===== src/dtam_pkg.sv =====
// Package of constants and types for the drive trip and alarm manager
package dtam_pkg;
  // ****************************************
  // Register map (byte addresses)
  // ****************************************
  localparam logic [7:0] DTAM_OFS_CONFIG = 8'h00; // Stop key selection
  localparam logic [7:0] DTAM_OFS_FUNC_LO = 8'h04; // Input 1..4 function selects
  localparam logic [7:0] DTAM_OFS_FUNC_HI = 8'h08; // Input 5..8 function selects
  localparam logic [7:0] DTAM_OFS_RATED = 8'h0C; // Rated output current
  localparam logic [7:0] DTAM_OFS_STATUS = 8'h10; // Trip state, lock, code
  localparam logic [7:0] DTAM_OFS_IRQ_STAT = 8'h14; // Sticky events, write one to clear
  localparam logic [7:0] DTAM_OFS_IRQ_MASK = 8'h18; // Event enables
  localparam logic [7:0] DTAM_OFS_SNAP_FREQ = 8'h1C; // Trip-time output frequency
  localparam logic [7:0] DTAM_OFS_SNAP_CUR = 8'h20; // Trip-time output current
  localparam logic [7:0] DTAM_OFS_SNAP_BUS = 8'h24; // Trip-time DC bus voltage
  localparam logic [7:0] DTAM_OFS_HIST_SEL = 8'h28; // History record index
  localparam logic [7:0] DTAM_OFS_HIST_A = 8'h2C; // Record code and frequency
  localparam logic [7:0] DTAM_OFS_HIST_B = 8'h30; // Record current and bus voltage
  // ****************************************
  // Field positions and reset values
  // ****************************************
  localparam int DTAM_STAT_TRIP_BIT = 0;
  localparam int DTAM_STAT_LOCK_BIT = 1;
  localparam int DTAM_STAT_CODE_LSB = 8;
  localparam int DTAM_IRQ_TRIP_BIT = 0;
  localparam int DTAM_IRQ_CLEAR_BIT = 1;
  localparam logic [1:0] DTAM_CONFIG_RST = 2'h0;
  localparam logic [31:0] DTAM_FUNC_RST = 32'h0000_0000;
  localparam logic [15:0] DTAM_RATED_RST = 16'hFFFF;
  localparam logic [1:0] DTAM_IRQ_MASK_RST = 2'h0;
  // ****************************************
  // Codes and selections
  // ****************************************
  localparam logic [1:0] DTAM_KEY_FULL = 2'h0; // Stop and reset enabled
  localparam logic [1:0] DTAM_KEY_RESET_ONLY = 2'h2; // Only reset enabled
  localparam logic [7:0] DTAM_FUNC_RESET = 8'd18; // Input acts as trip reset
  localparam logic [7:0] DTAM_OC_CONST_CODE = 8'h01;
  localparam logic [7:0] DTAM_OC_DECEL_CODE = 8'h02;
  localparam logic [7:0] DTAM_OC_ACCEL_CODE = 8'h03;
  localparam logic [7:0] DTAM_OC_OTHER_CODE = 8'h04;
  localparam logic [7:0] DTAM_OC_PERCENT = 8'd220; // Trip level, percent of rated
  localparam logic [7:0] DTAM_PERCENT_FULL = 8'd100;
  localparam int DTAM_HIST_DEPTH = 6;
  localparam int DTAM_ENTRY_W = 56; // Code, frequency, current, bus voltage
  // Operating phase reported by the speed controller
  typedef enum logic [1:0] {DTAM_PH_CONST, DTAM_PH_DECEL, DTAM_PH_ACCEL, DTAM_PH_OTHER} dtam_phase_t;
endpackage


===== src/dtam_history.sv =====
// Six-record fault history, newest first, with registered read port
`timescale 1ns/1ns
`default_nettype none
module dtam_history
  import dtam_pkg::*;
(
  // Clock and reset
  input wire logic clk_i,
  input wire logic rst_i,
  // Record push
  input wire logic push_i,
  input wire logic [DTAM_ENTRY_W-1:0] push_entry_i,
  // Read port
  input wire logic [2:0] rd_idx_i,
  output logic [DTAM_ENTRY_W-1:0] rd_entry_o
);
  typedef struct packed
  {
    logic [DTAM_HIST_DEPTH-1:0][DTAM_ENTRY_W-1:0] ents; // Record 0 is the newest
    logic [DTAM_ENTRY_W-1:0] rd; // Registered read data
  } dtam_hist_t;
  dtam_hist_t h_reg;
  dtam_hist_t h_next;
  // ****************************************
  // Next state
  // ****************************************
  always_comb
  begin
    h_next = h_reg;
    // Shift back, oldest falls off, newest enters record 0
    if (push_i)
    begin
      for (int i = DTAM_HIST_DEPTH-1; i > 0; i--)
        h_next.ents[i] = h_reg.ents[i-1];
      h_next.ents[0] = push_entry_i;
    end
    // Out-of-range index reads as zero
    if (rd_idx_i < 3'(DTAM_HIST_DEPTH))
      h_next.rd = h_reg.ents[rd_idx_i];
    else
      h_next.rd = '0;
  end
  // State register
  always_ff @(posedge clk_i)
  begin
    if (rst_i)
      h_reg <= '0;
    else
      h_reg <= h_next;
  end
  assign rd_entry_o = h_reg.rd;
endmodule // dtam_history
`default_nettype wire


===== src/dtam_manager.sv =====
// Drive trip and alarm manager: trip state, resets, snapshot, history and Wishbone registers
`timescale 1ns/1ns
`default_nettype none
module dtam_manager
  import dtam_pkg::*;
(
  // Clock and reset
  input wire logic clk_i,
  input wire logic rst_i,
  // Wishbone slave
  input wire logic wb_cyc_i,
  input wire logic wb_stb_i,
  input wire logic wb_we_i,
  input wire logic [7:0] wb_adr_i,
  input wire logic [3:0] wb_sel_i,
  input wire logic [31:0] wb_dat_i,
  output logic [31:0] wb_dat_o,
  output logic wb_ack_o,
  // Protective conditions
  input wire logic err_req_i,
  input wire logic [7:0] err_code_i,
  input wire logic err_lock_i,
  // Operating values
  input wire logic [15:0] out_freq_i,
  input wire logic [15:0] current_sensor_i,
  input wire logic [15:0] dc_bus_i,
  input wire dtam_phase_t phase_i,
  // Operator and terminals
  input wire logic stop_key_i,
  input wire logic [7:0] multi_input_i,
  // Drive and alarm outputs
  output logic power_enable_o,
  output logic alarm_led_o,
  output logic [7:0] alarm_code_o,
  output logic irq_o
);
  typedef enum logic {DTAM_ST_RUN, DTAM_ST_TRIP} dtam_state_t;
  typedef struct packed
  {
    dtam_state_t state; // Run or tripped
    logic lock; // Trip needs a power cycle
    logic [7:0] code; // Shown alarm code
    logic [15:0] snap_freq; // Trip-time values
    logic [15:0] snap_cur;
    logic [15:0] snap_bus;
    logic key_prev; // For key press edge
    logic [7:0] in_prev; // For input edges
    logic [1:0] stop_key_select; // Key selection field
    logic [31:0] func_lo; // Input 1..4 functions
    logic [31:0] func_hi; // Input 5..8 functions
    logic [15:0] rated; // Rated output current
    logic [1:0] irq_stat; // Sticky events
    logic [1:0] irq_mask; // Event enables
    logic [2:0] hist_sel; // History read index
    logic push; // History push strobe
    logic ack; // Bus answer
    logic [31:0] dat; // Bus read data
    logic power; // Power stage enable
    logic irq; // Interrupt level
  } dtam_mgr_t;
  dtam_mgr_t r_reg;
  dtam_mgr_t r_next;
  logic oc_trip; // Overcurrent seen
  logic [7:0] oc_code; // Phase-classified code
  logic [DTAM_ENTRY_W-1:0] hist_rd; // Selected history record
  logic [7:0] rs_hit; // Inputs acting as trip reset
  logic key_press; // Stop key rising edge
  logic key_reset; // Key allowed to reset
  logic rs_reset; // Terminal reset edge
  logic trip_now; // A new trip this cycle
  logic [7:0] trip_code; // Code of the new trip
  logic bus_req; // New bus request
  logic bus_wr; // Write takes effect now
  // ****************************************
  // Helper functions
  // ****************************************
  // Byte-lane merge for writes
  function automatic logic [31:0] lane_merge(input logic [31:0] old_v, input logic [31:0] new_v,
                                             input logic [3:0] sel);
    logic [31:0] res;
    res = old_v;
    for (int b = 0; b < 4; b++)
      if (sel[b])
        res[8*b +: 8] = new_v[8*b +: 8];
    return res;
  endfunction
  // Function field of input n
  function automatic logic [7:0] input_func(input logic [31:0] lo, input logic [31:0] hi, input int n);
    logic [63:0] all;
    all = {hi, lo};
    return all[8*n +: 8];
  endfunction
  // ****************************************
  // Sub-blocks
  // ****************************************
  // Overcurrent detection and classification
  dtam_overcurrent u_oc
  (
    .clk_i(clk_i),
    .rst_i(rst_i),
    .current_i(current_sensor_i),
    .rated_i(r_reg.rated),
    .phase_i(phase_i),
    .oc_o(oc_trip),
    .code_o(oc_code)
  );
  // Fault history store
  dtam_history u_hist
  (
    .clk_i(clk_i),
    .rst_i(rst_i),
    .push_i(r_reg.push),
    .push_entry_i({r_reg.code, r_reg.snap_freq, r_reg.snap_cur, r_reg.snap_bus}),
    .rd_idx_i(r_reg.hist_sel),
    .rd_entry_o(hist_rd)
  );
  // ****************************************
  // Reset sources
  // ****************************************
  // Each terminal whose function is the reset function
  genvar gi;
  generate
    for (gi = 0; gi < 8; gi++)
    begin : g_rs
      assign rs_hit[gi] = (input_func(r_reg.func_lo, r_reg.func_hi, gi) == DTAM_FUNC_RESET)
                          && multi_input_i[gi] && !r_reg.in_prev[gi];
    end
  endgenerate
  assign key_press = stop_key_i && !r_reg.key_prev;
  assign key_reset = key_press && (r_reg.stop_key_select == DTAM_KEY_FULL
                     || r_reg.stop_key_select == DTAM_KEY_RESET_ONLY);
  assign rs_reset = |rs_hit;
  // External errors win over a simultaneous overcurrent
  assign trip_now = (r_reg.state == DTAM_ST_RUN) && (err_req_i || oc_trip);
  assign trip_code = err_req_i ? err_code_i : oc_code;
  // Write lands on the edge where the master sees ack
  assign bus_req = wb_cyc_i && wb_stb_i && !r_reg.ack;
  assign bus_wr = wb_cyc_i && wb_stb_i && wb_we_i && r_reg.ack;
  // ****************************************
  // Next state
  // ****************************************
  always_comb
  begin
    r_next = r_reg;
    r_next.key_prev = stop_key_i;
    r_next.in_prev = multi_input_i;
    r_next.push = 1'b0;
    // Trip sequencing
    unique case (r_reg.state)
      DTAM_ST_RUN:
      begin
        if (trip_now)
        begin
          r_next.state = DTAM_ST_TRIP;
          r_next.code = trip_code;
          r_next.lock = err_req_i && err_lock_i;
          r_next.snap_freq = out_freq_i;
          r_next.snap_cur = current_sensor_i;
          r_next.snap_bus = dc_bus_i;
          r_next.push = 1'b1;
        end
      end
      DTAM_ST_TRIP:
      begin
        // Locked trips ignore both reset paths
        if (!r_reg.lock && (key_reset || rs_reset))
        begin
          r_next.state = DTAM_ST_RUN;
          r_next.code = 8'h00;
        end
      end
    endcase
    r_next.power = (r_next.state == DTAM_ST_RUN);
    // Bus write; hardware set wins over a simultaneous clear
    r_next.ack = bus_req;
    if (bus_wr)
    begin
      unique case (wb_adr_i)
        DTAM_OFS_CONFIG:
          r_next.stop_key_select = wb_sel_i[0] ? wb_dat_i[1:0] : r_reg.stop_key_select;
        DTAM_OFS_FUNC_LO: r_next.func_lo = lane_merge(r_reg.func_lo, wb_dat_i, wb_sel_i);
        DTAM_OFS_FUNC_HI: r_next.func_hi = lane_merge(r_reg.func_hi, wb_dat_i, wb_sel_i);
        DTAM_OFS_RATED:
          r_next.rated = 16'(lane_merge({16'h0000, r_reg.rated}, wb_dat_i, wb_sel_i));
        DTAM_OFS_IRQ_STAT:
          r_next.irq_stat = wb_sel_i[0] ? (r_reg.irq_stat & ~wb_dat_i[1:0]) : r_reg.irq_stat;
        DTAM_OFS_IRQ_MASK: r_next.irq_mask = wb_sel_i[0] ? wb_dat_i[1:0] : r_reg.irq_mask;
        DTAM_OFS_HIST_SEL: r_next.hist_sel = wb_sel_i[0] ? wb_dat_i[2:0] : r_reg.hist_sel;
        default: r_next.ack = bus_req; // Unmapped writes are dropped
      endcase
    end
    // Event capture
    if (trip_now)
      r_next.irq_stat[DTAM_IRQ_TRIP_BIT] = 1'b1;
    if (r_reg.state == DTAM_ST_TRIP && r_next.state == DTAM_ST_RUN)
      r_next.irq_stat[DTAM_IRQ_CLEAR_BIT] = 1'b1;
    r_next.irq = |(r_next.irq_stat & r_next.irq_mask);
    // Bus read data, valid while ack is high; unmapped reads zero
    r_next.dat = 32'h0000_0000;
    if (bus_req && !wb_we_i)
    begin
      unique case (wb_adr_i)
        DTAM_OFS_CONFIG: r_next.dat = {30'h0000_0000, r_reg.stop_key_select};
        DTAM_OFS_FUNC_LO: r_next.dat = r_reg.func_lo;
        DTAM_OFS_FUNC_HI: r_next.dat = r_reg.func_hi;
        DTAM_OFS_RATED: r_next.dat = {16'h0000, r_reg.rated};
        DTAM_OFS_STATUS:
        begin
          r_next.dat[DTAM_STAT_TRIP_BIT] = (r_reg.state == DTAM_ST_TRIP);
          r_next.dat[DTAM_STAT_LOCK_BIT] = r_reg.lock;
          r_next.dat[DTAM_STAT_CODE_LSB +: 8] = r_reg.code;
        end
        DTAM_OFS_IRQ_STAT: r_next.dat = {30'h0000_0000, r_reg.irq_stat};
        DTAM_OFS_IRQ_MASK: r_next.dat = {30'h0000_0000, r_reg.irq_mask};
        DTAM_OFS_SNAP_FREQ: r_next.dat = {16'h0000, r_reg.snap_freq};
        DTAM_OFS_SNAP_CUR: r_next.dat = {16'h0000, r_reg.snap_cur};
        DTAM_OFS_SNAP_BUS: r_next.dat = {16'h0000, r_reg.snap_bus};
        DTAM_OFS_HIST_SEL: r_next.dat = {29'h0000_0000, r_reg.hist_sel};
        DTAM_OFS_HIST_A: r_next.dat = {8'h00, hist_rd[55:32]};
        DTAM_OFS_HIST_B: r_next.dat = hist_rd[31:0];
        default: r_next.dat = 32'h0000_0000;
      endcase
    end
  end
  // ****************************************
  // State register
  // ****************************************
  // Lock clears only here, at power-on reset
  always_ff @(posedge clk_i)
  begin
    if (rst_i)
    begin
      r_reg <= '0;
      r_reg.state <= DTAM_ST_RUN;
      r_reg.power <= 1'b1;
      r_reg.stop_key_select <= DTAM_CONFIG_RST;
      r_reg.func_lo <= DTAM_FUNC_RST;
      r_reg.func_hi <= DTAM_FUNC_RST;
      r_reg.rated <= DTAM_RATED_RST;
      r_reg.irq_mask <= DTAM_IRQ_MASK_RST;
    end
    else
      r_reg <= r_next;
  end
  // Outputs straight from flip-flops
  assign wb_dat_o = r_reg.dat;
  assign wb_ack_o = r_reg.ack;
  assign power_enable_o = r_reg.power;
  assign alarm_led_o = (r_reg.state == DTAM_ST_TRIP);
  assign alarm_code_o = r_reg.code;
  assign irq_o = r_reg.irq;
endmodule // dtam_manager
`default_nettype wire


===== src/dtam_overcurrent.sv =====
// Overcurrent detector classifying the trip by operating phase
`timescale 1ns/1ns
`default_nettype none
module dtam_overcurrent
  import dtam_pkg::*;
(
  // Clock and reset
  input wire logic clk_i,
  input wire logic rst_i,
  // Measurements
  input wire logic [15:0] current_i,
  input wire logic [15:0] rated_i,
  input wire dtam_phase_t phase_i,
  // Result, one cycle after the sample
  output logic oc_o,
  output logic [7:0] code_o
);
  typedef struct packed
  {
    logic oc;
    logic [7:0] code;
  } dtam_oc_t;
  dtam_oc_t o_reg;
  dtam_oc_t o_next;
  logic [23:0] cur_scaled;
  logic [23:0] lim_scaled;
  // Compare current*100 with rated*220, no divider needed
  // Operands widened first so the products never wrap at 16 bits
  assign cur_scaled = 24'(current_i) * 24'(DTAM_PERCENT_FULL);
  assign lim_scaled = 24'(rated_i) * 24'(DTAM_OC_PERCENT);
  // ****************************************
  // Next state
  // ****************************************
  always_comb
  begin
    o_next.oc = cur_scaled >= lim_scaled;
    // Code follows the phase seen at detection
    unique case (phase_i)
      DTAM_PH_CONST: o_next.code = DTAM_OC_CONST_CODE;
      DTAM_PH_DECEL: o_next.code = DTAM_OC_DECEL_CODE;
      DTAM_PH_ACCEL: o_next.code = DTAM_OC_ACCEL_CODE;
      DTAM_PH_OTHER: o_next.code = DTAM_OC_OTHER_CODE;
    endcase
  end
  // State register
  always_ff @(posedge clk_i)
  begin
    if (rst_i)
      o_reg <= '0;
    else
      o_reg <= o_next;
  end
  assign oc_o = o_reg.oc;
  assign code_o = o_reg.code;
endmodule // dtam_overcurrent
`default_nettype wire


===== config.mk =====
export PLATFORM = sky130hd
export DESIGN_NAME = dtam_manager
export DESIGN_NICKNAME = d
export VERILOG_FILES = /design/src/dtam_pkg.sv /design/src/dtam_history.sv /design/src/dtam_manager.sv /design/src/dtam_overcurrent.sv
export SDC_FILE = /design/constraint.sdc
export NUM_CORES = 1
export LEC_CHECK = 0
export BUFFER_PORTS_ARGS = -buffer_cell sky130_fd_sc_hd__buf_2
export CORE_ASPECT_RATIO = 0.8
export CORE_MARGIN = 1
export CORE_UTILIZATION = 45
export CTS_CLUSTER_SIZE = 24
export DETAILED_ROUTE_END_ITERATION = 8
export GPL_ROUTABILITY_DRIVEN = 0
export PLACE_DENSITY = 0.65
export SYNTH_ARGS = -nofsm -noshare
export SYNTH_HDL_FRONTEND = slang
export SYNTH_SLANG_ARGS = --single-unit

===== constraint.sdc =====
create_clock -name clk_i -period 11.2 [get_ports clk_i]
set_clock_uncertainty 0.05 [all_clocks]
set_input_delay 1.68 -clock clk_i [delete_from_list [all_inputs] [get_ports clk_i]]
set_output_delay 1.68 -clock clk_i [all_outputs]
set_load 0.005 [all_outputs]

==> flow_metrics.py <==
metrics = {
    "placed_design": {
        "dp_cells": 3658,
        "port_buffers": 161,
        "dp_hpwl_mm": 55.1,
    },
    "worst_setup_path": {
        "crit_fanout": 4,
        "end_kind": "flop",
        "arrival_ns": 6.12,
        "crit_path_frequent_cell": "ha_1",
        "path_class": "primary input to flop",
        "path_cells": "buf_2, ha_1, ha_1, inv_1, fa_1, inv_1, ha_1, o21ai_0, nor2_1, or4_1, a2111oi_2, o21ai_0, xor2_1, ha_1, a2111oi_0, o211a_1, o31ai_1, and3_1",
        "cp_slowest_cell": "or4_1",
        "slowest_delay_ns": 0.53,
        "worst_ep_required_time_ns": 11.66,
        "critPathLaunchType": "primary input",
    },
    "finish": {
        "fin_cells": 3769,
        "syn2layout_area_growth_pct": 11.3,
        "nets": 3174,
        "largest_reg_flops": 336,
        "layout-drive-gt1-share_pct": 14.5,
        "utilization_pct": 50.9,
    },
    "synth": {
        "synth_top_area_share_pct": 41.9,
        "synthTopCellsByCount": "588 x dfxtp_1, 497 x nor2_1, 409 x mux2i_1",
        "async_reset_ff_share_pct": 0,
        "synth_edf_count": 0,
        "synth_ff_type": "dfxtp_1",
        "avgSynthCellArea_sq_um": 9.85,
        "yosysSeqAreaShare_pct": 41.9,
        "synth.area.top_cells": "dfxtp_1 42%, mux2i_1 15%, nor2_1 6.6%",
        "synth_seq_cells": 588,
        "syn_nets": 3141,
        "ys_types": 70,
        "synth_top_cell_by_area": "dfxtp_1",
        "synth_most_common_cell": "dfxtp_1",
        "synth_warnings": 0,
        "netlist_area_sq_mm": 0.0281,
        "synth_cells": 2852,
    },
    "grt": {
        "grt_pass1_wl_mm": 119,
        "grt.overflow.total": 0,
        "grt_pass1_vias": 20700,
        "gr-usage-all-layers_pct": 24.2,
        "antenna_found_initial": 13,
        "grt_max_degree": 142,
    },
    "sta": {
        "tightest_slew_ns": 1.38,
        "rsz0062_at_grt": "no",
        "fmaxAchievable_mhz": 177,
        "setup_viol_count_final": 0,
        "finalCriticalPeriod_ns": 5.66,
        "tns_ns": 0,
        "timing.final.crit_share_pct": 50.5,
        "relSlewSlack_pct": 7.40,
        "slew_violations": 0,
        "hold_ws_ns": 0.426,
        "hold_viol": 0,
    },
    "outcome": {
        "status": "finished, final reports clean",
    },
    "floorplanning": {
        "initial_utilization_pct": 45.7,
        "num_rows": 81,
        "die-area_sq_mm": 0.0634,
        "core_sq_mm": 0.0614,
        "die_h_microns": 225,
        "io_pins": 162,
        "die_w_microns": 281,
    },
    "clock_tree": {
        "ctsHoldBuffers": 0,
        "htree_levels": 2,
        "clkTransAtPathRegs_ns": 0.06,
        "postCtsSetupBuffers": 0,
        "cts-root-buf": "clkbuf_16",
        "tritoncts": "yes",
        "clock-sinks": 588,
        "cts_resized": 0,
        "clock_latency_ns": 0.63,
        "numCtsBuffers": 55,
        "cts_buffer_depth": 3,
    },
    "detailed_routing": {
        "drc_errors": 0,
        "first_iter_violations": 1991,
        "avgRoutedWirePerCell_microns": 20.6,
        "ant_nets": 0,
        "vias": 21400,
        "viasPerCell": 5.68,
        "drt_wl_total_mm": 77.6,
        "dr.pass1.iters": 7,
    },
    "power": {
        "power_density_mw_per_mm2": 148,
        "p_leak_uw": 0.0126,
        "peakVddDrop_v": 0.0000961,
        "total_power_uw": 4620,
    },
    "job": {
        "cap_violations": 0,
    },
    "hold_path": {
        "hold_class": "flop to flop",
    },
}
critical path, delay by kind of cell:
kind / cells / cell delay (ns)
AOI/OAI and AO/OA: 6 / 1.55
xor gates and xnor gates: 1 / 0.19
buffers and inverters: 3 / 0.23
adders and majority gates: 5 / 1.68
and+or+nand+nor: 3 / 0.79
routing by layer:
| layer | up-vias | part of all wire (%) | track usage [%] | wire (microns) |
|---|---|---|---|---|
| met5 | - | 0 | 0 | 0 |
| met4 | 0 | 3.6 | 9.05 | 2830 |
| met3 | 162 | 7.1 | 3.98 | 5480 |
| met2 | 791 | 44 | 37.5 | 34100 |
| met1 | 10400 | 45 | 33.8 | 35200 |
| li1 | 9999 | - | - | - |
cell usage in the layout (no fill, tap or decap), types with 50 or more instances in the layout:
| master | instances |
|---|---|
| a22oi_1 | 99 |
| nor2_1 | 495 |
| a21oi_1 | 116 |
| mux2_2 | 58 |
| inv_1 | 113 |
| clkbuf_16 | 56 |
| buf_2 | 160 |
| fa_1 | 50 |
| mux4_2 | 57 |
| nand2_1 | 190 |
| mux2i_1 | 409 |
| dfxtp_1 | 585 |
| ha_1 | 121 |
stage by stage:
| step | setup slack [ns] | cell area, sq um |
|---|---|---|
| 2_1_floorplan | 5.48 | 28100 |
| 3_3_place_gp | 5.01 | 29300 |
| 3_5_place_dp | 4.99 | 29300 |
| 4_1_cts | 5.61 | 31200 |
| 5_1_grt | 5.38 | 31300 |
| 6_report | 5.54 | 31300 |
power by group:
group	leakage [uW]	internal, uW	switching (uW)
Sequential	0.00475	2110	37.1
Combinational	0.00689	180	269
Clock	0.000976	1190	827
final timing paths:
check / start / end / slack [ns] / cells past startpoint
max: current_sensor_i[2] / u_oc.oc_o / 5.54 / 18
min reg2reg: r_reg[61] / r_reg[61] / 0.43 / 2
max reg2reg: r_reg[49] / u_oc.oc_o / 5.62 / 17
min: r_reg[61] / r_reg[61] / 0.43 / 2
cell families after synthesis:
| family | after synthesis | share of synthesized area (%) |
|---|---|---|
| AO/OA/AOI/OAI | 367 | 8.80 |
| adder cells (fa/ha/maj) | 171 | 8.95 |
| XOR/XNOR | 30 | 0.935 |
| buffers and inverters | 330 | 5.05 |
| multiplexers | 524 | 21.5 |
| flip-flops | 588 | 41.9 |
| AND/OR/NAND/NOR | 842 | 12.9 |
layout make-up:
| cell class | instances | area [sq um] |
|---|---|---|
| antenna | 10 | 25.0 |
| sequential | 588 | 11800 |
| inverter | 115 | 432 |
| multi-input combinational | 1934 | 15000 |
| tap | 830 | 1040 |
| timing repair buffer | 191 | 1050 |
| clock inverter | 21 | 328 |
| clock buffer | 80 | 1650 |
| fill | 5534 | 30100 |
(Power assumes the default switching activity.)
